$ cat config.mk
export PLATFORM = sky130hd
export DESIGN_NAME = cis_sequencer
export DESIGN_NICKNAME = d
export VERILOG_FILES = /design/src/hdl/cis_pkg.sv /design/src/hdl/cis_sequencer.sv
export SDC_FILE = /design/constraint.sdc
export NUM_CORES = 1
export LEC_CHECK = 0
export ABC_AREA = 1
export BUFFER_PORTS_ARGS = -buffer_cell sky130_fd_sc_hd__buf_2
export CELL_PAD_IN_SITES_DETAIL_PLACEMENT = 1
export CELL_PAD_IN_SITES_GLOBAL_PLACEMENT = 1
export CORE_UTILIZATION = 43
export DETAILED_ROUTE_END_ITERATION = 8
export GPL_TIMING_DRIVEN = 1
export PLACE_DENSITY_LB_ADDON = 0.1
export SLEW_MARGIN = 20
export SYNTH_ARGS = -nofsm -noshare
export SYNTH_HDL_FRONTEND = slang
export SYNTH_SLANG_ARGS = --single-unit
export TNS_END_PERCENT = 50
$ cat constraint.sdc
create_clock -name ref_clk -period 14.7 [get_ports ref_clk]
set_input_delay 1.47 -clock ref_clk [delete_from_list [all_inputs] [get_ports ref_clk]]
set_output_delay 1.47 -clock ref_clk [all_outputs]
set_load 0.05 [all_outputs]
$ cat src/hdl/cis_pkg.sv
// constants and types for the cpu interrupt sequencer
package cis_pkg;
  // ============================================================
  // sizes
  localparam int NPER = 8;
  localparam int NPEND = 8;
  localparam logic [2:0] NBYTE = 3'h4;
  // ============================================================
  // register byte addresses
  localparam logic [7:0] A_LEVEL = 8'h00;
  localparam logic [7:0] A_LCA = 8'h04;
  localparam logic [7:0] A_LCB = 8'h08;
  localparam logic [7:0] A_FVEC = 8'h0C;
  localparam logic [7:0] A_VBASE = 8'h10;
  localparam logic [7:0] A_STAT = 8'h14;
  localparam logic [7:0] A_FLAG = 8'h18;
  // level control bits
  localparam int B_FSEL = 0;
  localparam int B_DMA7 = 1;
  // ============================================================
  // flag register layout
  localparam int FB_O = 2;
  localparam int FB_I = 6;
  localparam int FB_U = 7;
  localparam int FB_IPL = 12;
  localparam logic [31:0] FLG_RST = 32'h0000_0000;
  localparam logic [31:0] VBASE_RST = 32'h0000_0000;
  localparam logic [2:0] LVL_FAST = 3'h7;
  // ============================================================
  // pending slots, fixed priority: lowest index first
  localparam int P_UND = 0;
  localparam int P_OVF = 1;
  localparam int P_BRK = 2;
  localparam int P_DBG = 3;
  localparam int P_INT = 4;
  localparam int P_NMI = 5;
  localparam int P_SYS = 6;
  localparam int P_STEP = 7;
  localparam logic [31:0] FIX_VEC [NPEND] = '{
    32'h0FFF_FFDC, 32'h0FFF_FFE0, 32'h0FFF_FFE4, 32'h0FFF_FFE8,
    32'h0000_0000, 32'h0FFF_FFF8, 32'h0FFF_FFF0, 32'h0FFF_FFEC};
  localparam logic [7:0] INT_HI = 8'h80;
  localparam logic [7:0] PER_NUM0 = 8'h08;
  localparam logic [7:0] BYTE_FF = 8'hFF;
  // ============================================================
  typedef enum logic [2:0] {
    S_IDLE = 3'b001,
    S_FETCH = 3'b010,
    S_JUMP = 3'b100
  } cis_state_t;
endpackage

$ cat src/hdl/cis_sequencer.sv
// interrupt acceptance, vector fetch and fast path for the cpu core
//
// Behaviour
// [RQ1] maskable requests gated by the I flag, ranked by programmed level
// [RQ2] non-maskable sources bypass the I flag, fixed priority
// [RQ3] software traps are non-maskable, raised by executing the trap opcode
// [RQ4] undefined opcode trap raises the undefined instruction interrupt
// [RQ5] overflow trap raises only when the O flag is 1
// [RQ6] arithmetic results update the O flag
// [RQ7] break opcode raises the break interrupt each time
// [RQ8] debug break has its own vector; debug break and single step reserved
// [RQ9] numbered trap 0..255; 0..127 share peripheral handlers
// [RQ10] trap 0..127 saves U, selects interrupt stack, return restores U
// [RQ11] trap 128..255 keeps the active stack pointer
// [RQ12] only one peripheral, level 7, may use the fast path
// [RQ13] pin interrupt raised on a high to low transition
// [RQ14] five special interrupts: pin, watchdog, osc stop, low voltage, step
// [RQ15] peripheral requests maskable, use the slot of trap number alike
// [RQ16] software sets fast select, clears level7 dma, loads fast vector
// [RQ17] software gives the fast source level 7 and no other source
// [RQ18] fast accept copies flags and pc to shadows, jumps to fast vector
// [RQ19] fast return restores flags and pc from the shadows
// [RQ20] vectors are 4 bytes; accepted request jumps to that address
// [RQ21] fixed vectors live in FFFFFDCh..FFFFFFFh
// [RQ22] relocatable table is 1024 bytes from the vector base
// [RQ23] requests accepted only at instruction boundaries
//
// The implementer's own choices: the address-and-strobe port and the placing of the registers.
`timescale 1ns/1ps
module cis_sequencer
  import cis_pkg::*;
(
  // clock and reset
  input wire logic ref_clk,
  input wire logic arst_n,
  // register port
  input wire logic [7:0] reg_addr,
  input wire logic [31:0] reg_wdata,
  input wire logic reg_wr,
  input wire logic reg_rd,
  output logic [31:0] reg_rdata,
  // core execution
  input wire logic insn_boundary,
  input wire logic [31:0] cur_pc,
  input wire logic ex_undef,
  input wire logic ex_ovf_trap,
  input wire logic ex_break,
  input wire logic ex_dbg_break,
  input wire logic ex_int,
  input wire logic [7:0] ex_int_num,
  input wire logic ex_fast_ret,
  input wire logic ex_ret,
  input wire logic [31:0] ret_flag,
  input wire logic alu_ovf_we,
  input wire logic alu_ovf,
  // sources
  input wire logic nmi_pin_n,
  input wire logic wdt_evt,
  input wire logic osc_stop_evt,
  input wire logic lvd_evt,
  input wire logic step_evt,
  input wire logic [NPER-1:0] per_req,
  output logic [NPER-1:0] per_ack,
  // vector fetch
  output logic vf_rd,
  output logic [31:0] vf_addr,
  input wire logic [7:0] vf_rdata,
  // to core
  output logic busy,
  output logic jump,
  output logic [31:0] jump_pc,
  output logic [31:0] flag_out,
  output logic [31:0] saved_flag,
  output logic [31:0] saved_pc
);
  // ============================================================
  // state
  cis_state_t st_r;
  logic [31:0] flag_r, sflag_r, spc_r, fvec_r, vbase_r, fbase_r, vec_r;
  logic [31:0] jpc_r, sav_flag_r, sav_pc_r, rdata_r;
  logic [1:0] lca_r, lcb_r;
  logic [2:0] lvl_r [NPER];
  logic [NPEND-1:0] pend_r, pend_set, pend_clr;
  logic [7:0] int_num_r;
  logic nmi_d_r, nmi_fall, brk_r, rd_r;
  logic [2:0] cnt_r, got_r;
  // selection
  logic hit, take, sel_msk, sel_fast, sel_sw;
  logic [2:0] pk, best_lvl, ipl;
  logic [NPER-1:0] best_oh;
  logic [7:0] sel_num;
  logic [31:0] sel_addr;
  logic fast_on;

  assign ipl = flag_r[FB_IPL +: 3];
  // [RQ16] fast enable only with both selects set, dma off
  assign fast_on = lca_r[B_FSEL] & lcb_r[B_FSEL] & ~lca_r[B_DMA7] & ~lcb_r[B_DMA7];

  // ============================================================
  // pending sources
  // [RQ13] falling edge of the pin
  assign nmi_fall = nmi_d_r & ~nmi_pin_n;
  always_comb
  begin
    pend_set = '0;
    // [RQ4] undefined opcode
    pend_set[P_UND] = ex_undef;
    // [RQ5] overflow trap needs O set
    pend_set[P_OVF] = ex_ovf_trap & flag_r[FB_O];
    // [RQ7] break opcode
    pend_set[P_BRK] = ex_break;
    // [RQ8] separate debug break
    pend_set[P_DBG] = ex_dbg_break;
    // [RQ3] numbered trap
    pend_set[P_INT] = ex_int;
    // [RQ14] special sources
    pend_set[P_NMI] = nmi_fall;
    pend_set[P_SYS] = wdt_evt | osc_stop_evt | lvd_evt;
    pend_set[P_STEP] = step_evt;
  end

  always_ff @(posedge ref_clk or negedge arst_n)
  begin
    if (!arst_n)
      nmi_d_r <= 1'b1;
    else
      nmi_d_r <= nmi_pin_n;
  end

  // set beats clear so an event on the accept edge survives
  always_ff @(posedge ref_clk or negedge arst_n)
  begin
    if (!arst_n)
      pend_r <= '0;
    else
      pend_r <= pend_set | (pend_r & ~pend_clr);
  end

  always_ff @(posedge ref_clk or negedge arst_n)
  begin
    if (!arst_n)
      int_num_r <= '0;
    else if (ex_int)
      int_num_r <= ex_int_num;
  end

  // ============================================================
  // arbitration
  always_comb
  begin
    hit = 1'b0;
    pk = '0;
    // [RQ2] fixed order, no enable gate
    for (int k = NPEND - 1; k >= 0; k--)
    begin
      if (pend_r[k])
      begin
        hit = 1'b1;
        pk = 3'(k);
      end
    end
    best_lvl = ipl;
    best_oh = '0;
    // [RQ1] highest level above ipl, ties to lower index
    for (int i = NPER - 1; i >= 0; i--)
    begin
      if (per_req[i] && lvl_r[i] >= best_lvl && lvl_r[i] > ipl)
      begin
        best_lvl = lvl_r[i];
        best_oh = NPER'(1) << i;
      end
    end
    sel_msk = 1'b0;
    sel_fast = 1'b0;
    sel_sw = 1'b0;
    sel_num = int_num_r;
    sel_addr = FIX_VEC[pk];
    if (hit)
    begin
      // [RQ10] low trap numbers select the interrupt stack
      // [RQ11] high trap numbers keep the stack
      sel_sw = (pk == 3'(P_INT)) && (int_num_r < INT_HI);
    end
    else if (flag_r[FB_I] && best_oh != '0)
    begin
      hit = 1'b1;
      sel_msk = 1'b1;
      sel_sw = 1'b1;
      // [RQ12] level 7 alone reaches the fast path
      // [RQ17] software keeps level 7 unique
      sel_fast = fast_on && best_lvl == LVL_FAST;
      for (int i = 0; i < NPER; i++)
      begin
        if (best_oh[i])
          // [RQ15] peripheral shares the trap slot
          sel_num = PER_NUM0 + 8'(i);
      end
    end
    // [RQ9] relocatable slot by number
    // [RQ22] 4 bytes per entry, 1024 byte table
    if (sel_msk || (hit && pk == 3'(P_INT)))
      sel_addr = vbase_r + 32'({sel_num, 2'b00});
  end

  // [RQ23] only at a boundary and while idle
  assign take = st_r == S_IDLE && insn_boundary && hit && !ex_fast_ret;
  assign per_ack = (take && sel_msk) ? best_oh : '0;

  // kept apart from arbitration so take never feeds back into its own process
  always_comb
  begin
    pend_clr = '0;
    if (take && !sel_msk)
      pend_clr[pk] = 1'b1;
  end

  // ============================================================
  // flag register
  always_ff @(posedge ref_clk or negedge arst_n)
  begin
    if (!arst_n)
      flag_r <= FLG_RST;
    else if (take)
    begin
      flag_r[FB_I] <= 1'b0;
      if (sel_sw)
        flag_r[FB_U] <= 1'b0;
      if (sel_msk)
        flag_r[FB_IPL +: 3] <= best_lvl;
    end
    // [RQ19] fast return restores shadow flags
    else if (ex_fast_ret && st_r == S_IDLE)
      flag_r <= sflag_r;
    // [RQ10] return restores saved U
    else if (ex_ret)
      flag_r <= ret_flag;
    else if (reg_wr && reg_addr == A_FLAG)
      flag_r <= reg_wdata;
    // [RQ6] arithmetic overflow result
    else if (alu_ovf_we)
      flag_r[FB_O] <= alu_ovf;
  end

  // [RQ18] shadow copies on fast accept
  always_ff @(posedge ref_clk or negedge arst_n)
  begin
    if (!arst_n)
    begin
      sflag_r <= FLG_RST;
      spc_r <= VBASE_RST;
    end
    else if (take && sel_fast)
    begin
      sflag_r <= flag_r;
      spc_r <= cur_pc;
    end
  end

  // pre-accept context for the core to stack
  always_ff @(posedge ref_clk or negedge arst_n)
  begin
    if (!arst_n)
    begin
      sav_flag_r <= FLG_RST;
      sav_pc_r <= VBASE_RST;
    end
    else if (take && !sel_fast)
    begin
      sav_flag_r <= flag_r;
      sav_pc_r <= cur_pc;
    end
  end

  // ============================================================
  // sequence and vector fetch
  always_ff @(posedge ref_clk or negedge arst_n)
  begin
    if (!arst_n)
    begin
      st_r <= S_IDLE;
      fbase_r <= VBASE_RST;
      jpc_r <= VBASE_RST;
      vec_r <= VBASE_RST;
      cnt_r <= '0;
      got_r <= '0;
      brk_r <= 1'b0;
      rd_r <= 1'b0;
      vf_addr <= VBASE_RST;
    end
    else
    begin
      rd_r <= 1'b0;
      unique case (st_r)
        S_IDLE:
        begin
          if (take && sel_fast)
          begin
            // [RQ18] straight to the fast handler
            jpc_r <= fvec_r;
            st_r <= S_JUMP;
          end
          else if (take)
          begin
            // [RQ21] fixed slots at the top of memory
            fbase_r <= sel_addr;
            brk_r <= !sel_msk && pk == 3'(P_BRK);
            cnt_r <= '0;
            got_r <= '0;
            st_r <= S_FETCH;
          end
          else if (ex_fast_ret)
          begin
            // [RQ19] resume at shadow pc
            jpc_r <= spc_r;
            st_r <= S_JUMP;
          end
        end
        S_FETCH:
        begin
          // [RQ20] four byte reads, low byte first
          if (cnt_r != NBYTE)
          begin
            rd_r <= 1'b1;
            vf_addr <= fbase_r + 32'(cnt_r);
            cnt_r <= cnt_r + 3'h1;
          end
          if (rd_r)
          begin
            vec_r[got_r[1:0]*8 +: 8] <= vf_rdata;
            got_r <= got_r + 3'h1;
            if (got_r == NBYTE - 3'h1)
            begin
              // break slot with top byte FFh redirects to entry 0
              if (brk_r && vf_rdata == BYTE_FF)
              begin
                fbase_r <= vbase_r;
                brk_r <= 1'b0;
                cnt_r <= '0;
                got_r <= '0;
              end
              else
              begin
                jpc_r <= {vf_rdata, vec_r[23:0]};
                st_r <= S_JUMP;
              end
            end
          end
        end
        S_JUMP:
          st_r <= S_IDLE;
        default:
          st_r <= S_IDLE;
      endcase
    end
  end

  assign vf_rd = rd_r;
  assign busy = st_r != S_IDLE;
  assign jump = st_r == S_JUMP;
  assign jump_pc = jpc_r;
  assign flag_out = flag_r;
  assign saved_flag = sav_flag_r;
  assign saved_pc = sav_pc_r;

  // ============================================================
  // software registers
  genvar g;
  generate
    for (g = 0; g < NPER; g++)
    begin : g_lvl
      always_ff @(posedge ref_clk or negedge arst_n)
      begin
        if (!arst_n)
          lvl_r[g] <= '0;
        // [RQ1] per source request level
        else if (reg_wr && reg_addr == A_LEVEL)
          lvl_r[g] <= reg_wdata[3*g +: 3];
      end
    end
  endgenerate

  always_ff @(posedge ref_clk or negedge arst_n)
  begin
    if (!arst_n)
    begin
      lca_r <= '0;
      lcb_r <= '0;
      fvec_r <= VBASE_RST;
      vbase_r <= VBASE_RST;
    end
    else if (reg_wr)
    begin
      if (reg_addr == A_LCA)
        lca_r <= reg_wdata[1:0];
      if (reg_addr == A_LCB)
        lcb_r <= reg_wdata[1:0];
      if (reg_addr == A_FVEC)
        fvec_r <= reg_wdata;
      if (reg_addr == A_VBASE)
        vbase_r <= reg_wdata;
    end
  end

  // unmapped reads return zero
  always_ff @(posedge ref_clk or negedge arst_n)
  begin
    if (!arst_n)
      rdata_r <= '0;
    else if (reg_rd)
    begin
      unique case (reg_addr)
        A_LEVEL:
        begin
          rdata_r <= '0;
          for (int i = 0; i < NPER; i++)
            rdata_r[3*i +: 3] <= lvl_r[i];
        end
        A_LCA: rdata_r <= 32'(lca_r);
        A_LCB: rdata_r <= 32'(lcb_r);
        A_FVEC: rdata_r <= fvec_r;
        A_VBASE: rdata_r <= vbase_r;
        A_STAT: rdata_r <= {21'(0), st_r, pend_r};
        A_FLAG: rdata_r <= flag_r;
        default: rdata_r <= '0;
      endcase
    end
    else
      rdata_r <= '0;
  end
  assign reg_rdata = rdata_r;
endmodule

==> results.toml <==
[sta]
timing.setup.tns_ns = 0
whs_ns = 0.475
fin_crit_sh_pct = 90.6
max_freq_mhz = 75.1
setup_viol = 0
period_needed_ns = 13.32
relSlewSlack_pct = 28.2
tightest_slew_ns = 1.08
hold_violations = 0
fin_worst_skew_ns = 0.0200
finalMaxSlewViolations = 0
rsz0062_at_grt = "false"
fin_ws_ns = 1.38

[synth]
synth.distinct_cells = 63
ys_seq_elements = 432
netlist_area_um2 = 22200
synth-main-ff-cell = "dfrtp_1"
ys.warnings.count = 0
synth_cells = 2703
synth_nets = 2913
netlist_top_cells_area = "dfrtp_1 48%, nand2_1 12%, o21ai_0 9.1%"
yosys.area.top_type_share_pct = 48.4
synth_edf_count = 0
yosys.area.top_type = "dfrtp_1"
synthArstFlopShare_pct = 100
syn_avg_cell_area_um2 = 8.23
yosysSeqAreaShare_pct = 48.6

[die]
die_w_um = 229
rows = 82
initial_core_util_pct = 44.0
die_h_um = 229
io_pins = 350
die_area_um2 = 52600
core-area_um2 = 50600

[setup_path]
crit_top_cell = "nand2_1"
arrival_ns = 11.85
max_stage_delay_ns = 0.40
worstPathRequired_ns = 13.23
crit_fanout = 38
crit_type = "reg -> out"
crit_path_top_delay_cell = "nand3_4"
crit_path_start_kind = "flop"
cp-end-kind = "output port"

[routing]
drt-initial-drc-count = 1328
met2_length_um = 38900
viasPerCell = 5.56
drt_drc_violations_left = 0
wl_per_cell_um = 22.8
drtPass1Iterations = 5
wl_met3_um = 4630
vias = 20600
wirelength_um = 84600
dr.max_layer_used = "met5"
antenna_left = 0
drt-met1-wl_um = 38000

[placement]
hpwlAfterDp_um = 63300
pre_cts_slack_ns = 0.808
placed_cell_area_um2 = 24300
gp_congestion = 0.930
dpl.cell_count = 3613
port_buffers = 349

[pwr]
leakagePower_nw = 13.3
powerDensity_nw_per_um2 = 196
ir_worst_vdd_mv = 0.142

[outcome]
status = "finished clean"

[worst_hold_path]
hold_path_class = "reg -> reg"

[run]
maxCapViolCount = 0

[global_routing]
grt_overflow = 0
track_usage_pct = 32.2
grt_pass1_wl_um = 130000
antenna_found_initial = 6
grt_max_degree = 132
grt_pass1_vias = 21400

[final_layout]
fin_area_um2 = 25900
layout.cells.most_common_list = "682 x nand2_1, 430 x dfrtp_1, 403 x o21ai_0"
finalNonFillerCells = 3705
final_nets = 3205
final_common_cell = "nand2_1"
syn_to_final_growth_pct = 16.6
drive_gt1_share_pct = 19.1
antenna_cells = 0

[clock_network]
root_buffer = "clkbuf_16"
clock_sinks = 432
clk_pin_slew_ns = 0.06
clk_path_buf_depth = 3
htreeDepth = 2
tritoncts = "yes"
worstSkewPairLatency_ns = 0.60
cts_buffers = 49
sequential cells by signal, summed over array words and instances, names as in the netlist, 32 cells and up:
signal	cells
saved_flag	32
vf_addr	32
flag_out	32
spc_r	32
jump_pc	32
saved_pc	32
fbase_r	32
reg_rdata	32
sflag_r	32
fvec_r	32
vbase_r	32
path summary, 6_finish.rpt:
kind                            slack, ns  depth (start not counted)         start            to
worst min register to register       0.48                          2    sflag_r[6]    sflag_r[6]
min in group asynchronous            0.88                          1        arst_n    vf_addr[3]
worst max register to register       1.60                         95  flag_out[14]   fbase_r[26]
worst min-delay path                 0.48                          2    sflag_r[6]    sflag_r[6]
worst max-delay path                 1.38                         80  flag_out[14]    per_ack[5]
max in group asynchronous           10.99                          4        arst_n  saved_pc[30]
critical path: cells and delay by family, from the launching register on:
family	cells	cell delay [ns]
simple gates	42	4.30
fa+ha+maj	8	2.36
flops	1	0.37
compound gates	14	2.32
buf+inv	16	1.88
where the power goes:
part	total (W)	leakage, nW	internal, W	switching [W]
registers	0.00166	5.42	0.00145	0.000214
clock network	0.00123	0.781	0.000709	0.000525
logic	0.00218	7.08	0.000527	0.00165
layer usage:
layer,GRT usage [%],up-vias
met2,50.8,585
met4,11.7,4
met1,44.8,10500
li1,-,9429
met5,0,-
met3,5.00,141
area by class of cell:
type / instances / area (um2)
sequential: 432 / 10800
tap: 672 / 841
clock buffer: 70 / 1390
inverter: 317 / 1200
fill: 6198 / 24600
timing repair buffer: 372 / 1930
clock inverter: 19 / 201
multi-input combinational: 1823 / 9570
synth_stat cells, drive strengths merged (3+ instances only):
cell and number:
o21ai 457, nand3b 8, mux2i 3, nor4 5
o31ai 7, o22ai 18, a221oi 18, xnor2 10
o211ai 36, clkbuf 80, inv 315, nand4 24
xor2 25, or2 11, a41oi 3, nor3 28
o21bai 3, ha 61, o221ai 5, a21o 4
nor2 106, nand2 742, dfrtp 430, buf 51
a31oi 9, a21oi 45, nand3 176
logic make-up after synthesis:
family / Yosys count / synth area share, %
mux: 3 / 0.135
buf+inv: 448 / 8.57
xor+xnor: 35 / 1.38
flops: 432 / 48.6
fa+ha+maj: 63 / 3.61
simple gates: 1106 / 21.9
compound gates: 616 / 15.8
timing repair:
action | CTS | global route
hold buffers | 0 | 0
setup endpoints to repair | 0 | 13
hold endpoints to repair | 0 | 0
resized for setup | 0 | 6
setup buffers | 0 | 3
per-stage QoR:
step | util [%] | power (W)
floorplan | - | 0.00324
global placement | 48.0 | 0.00377
detailed placement | 48.0 | 0.00384
CTS | 51.2 | 0.00509
global route | 51.3 | 0.00534
finish | 51.3 | 0.00508
Power figures use the tool's default switching activity.
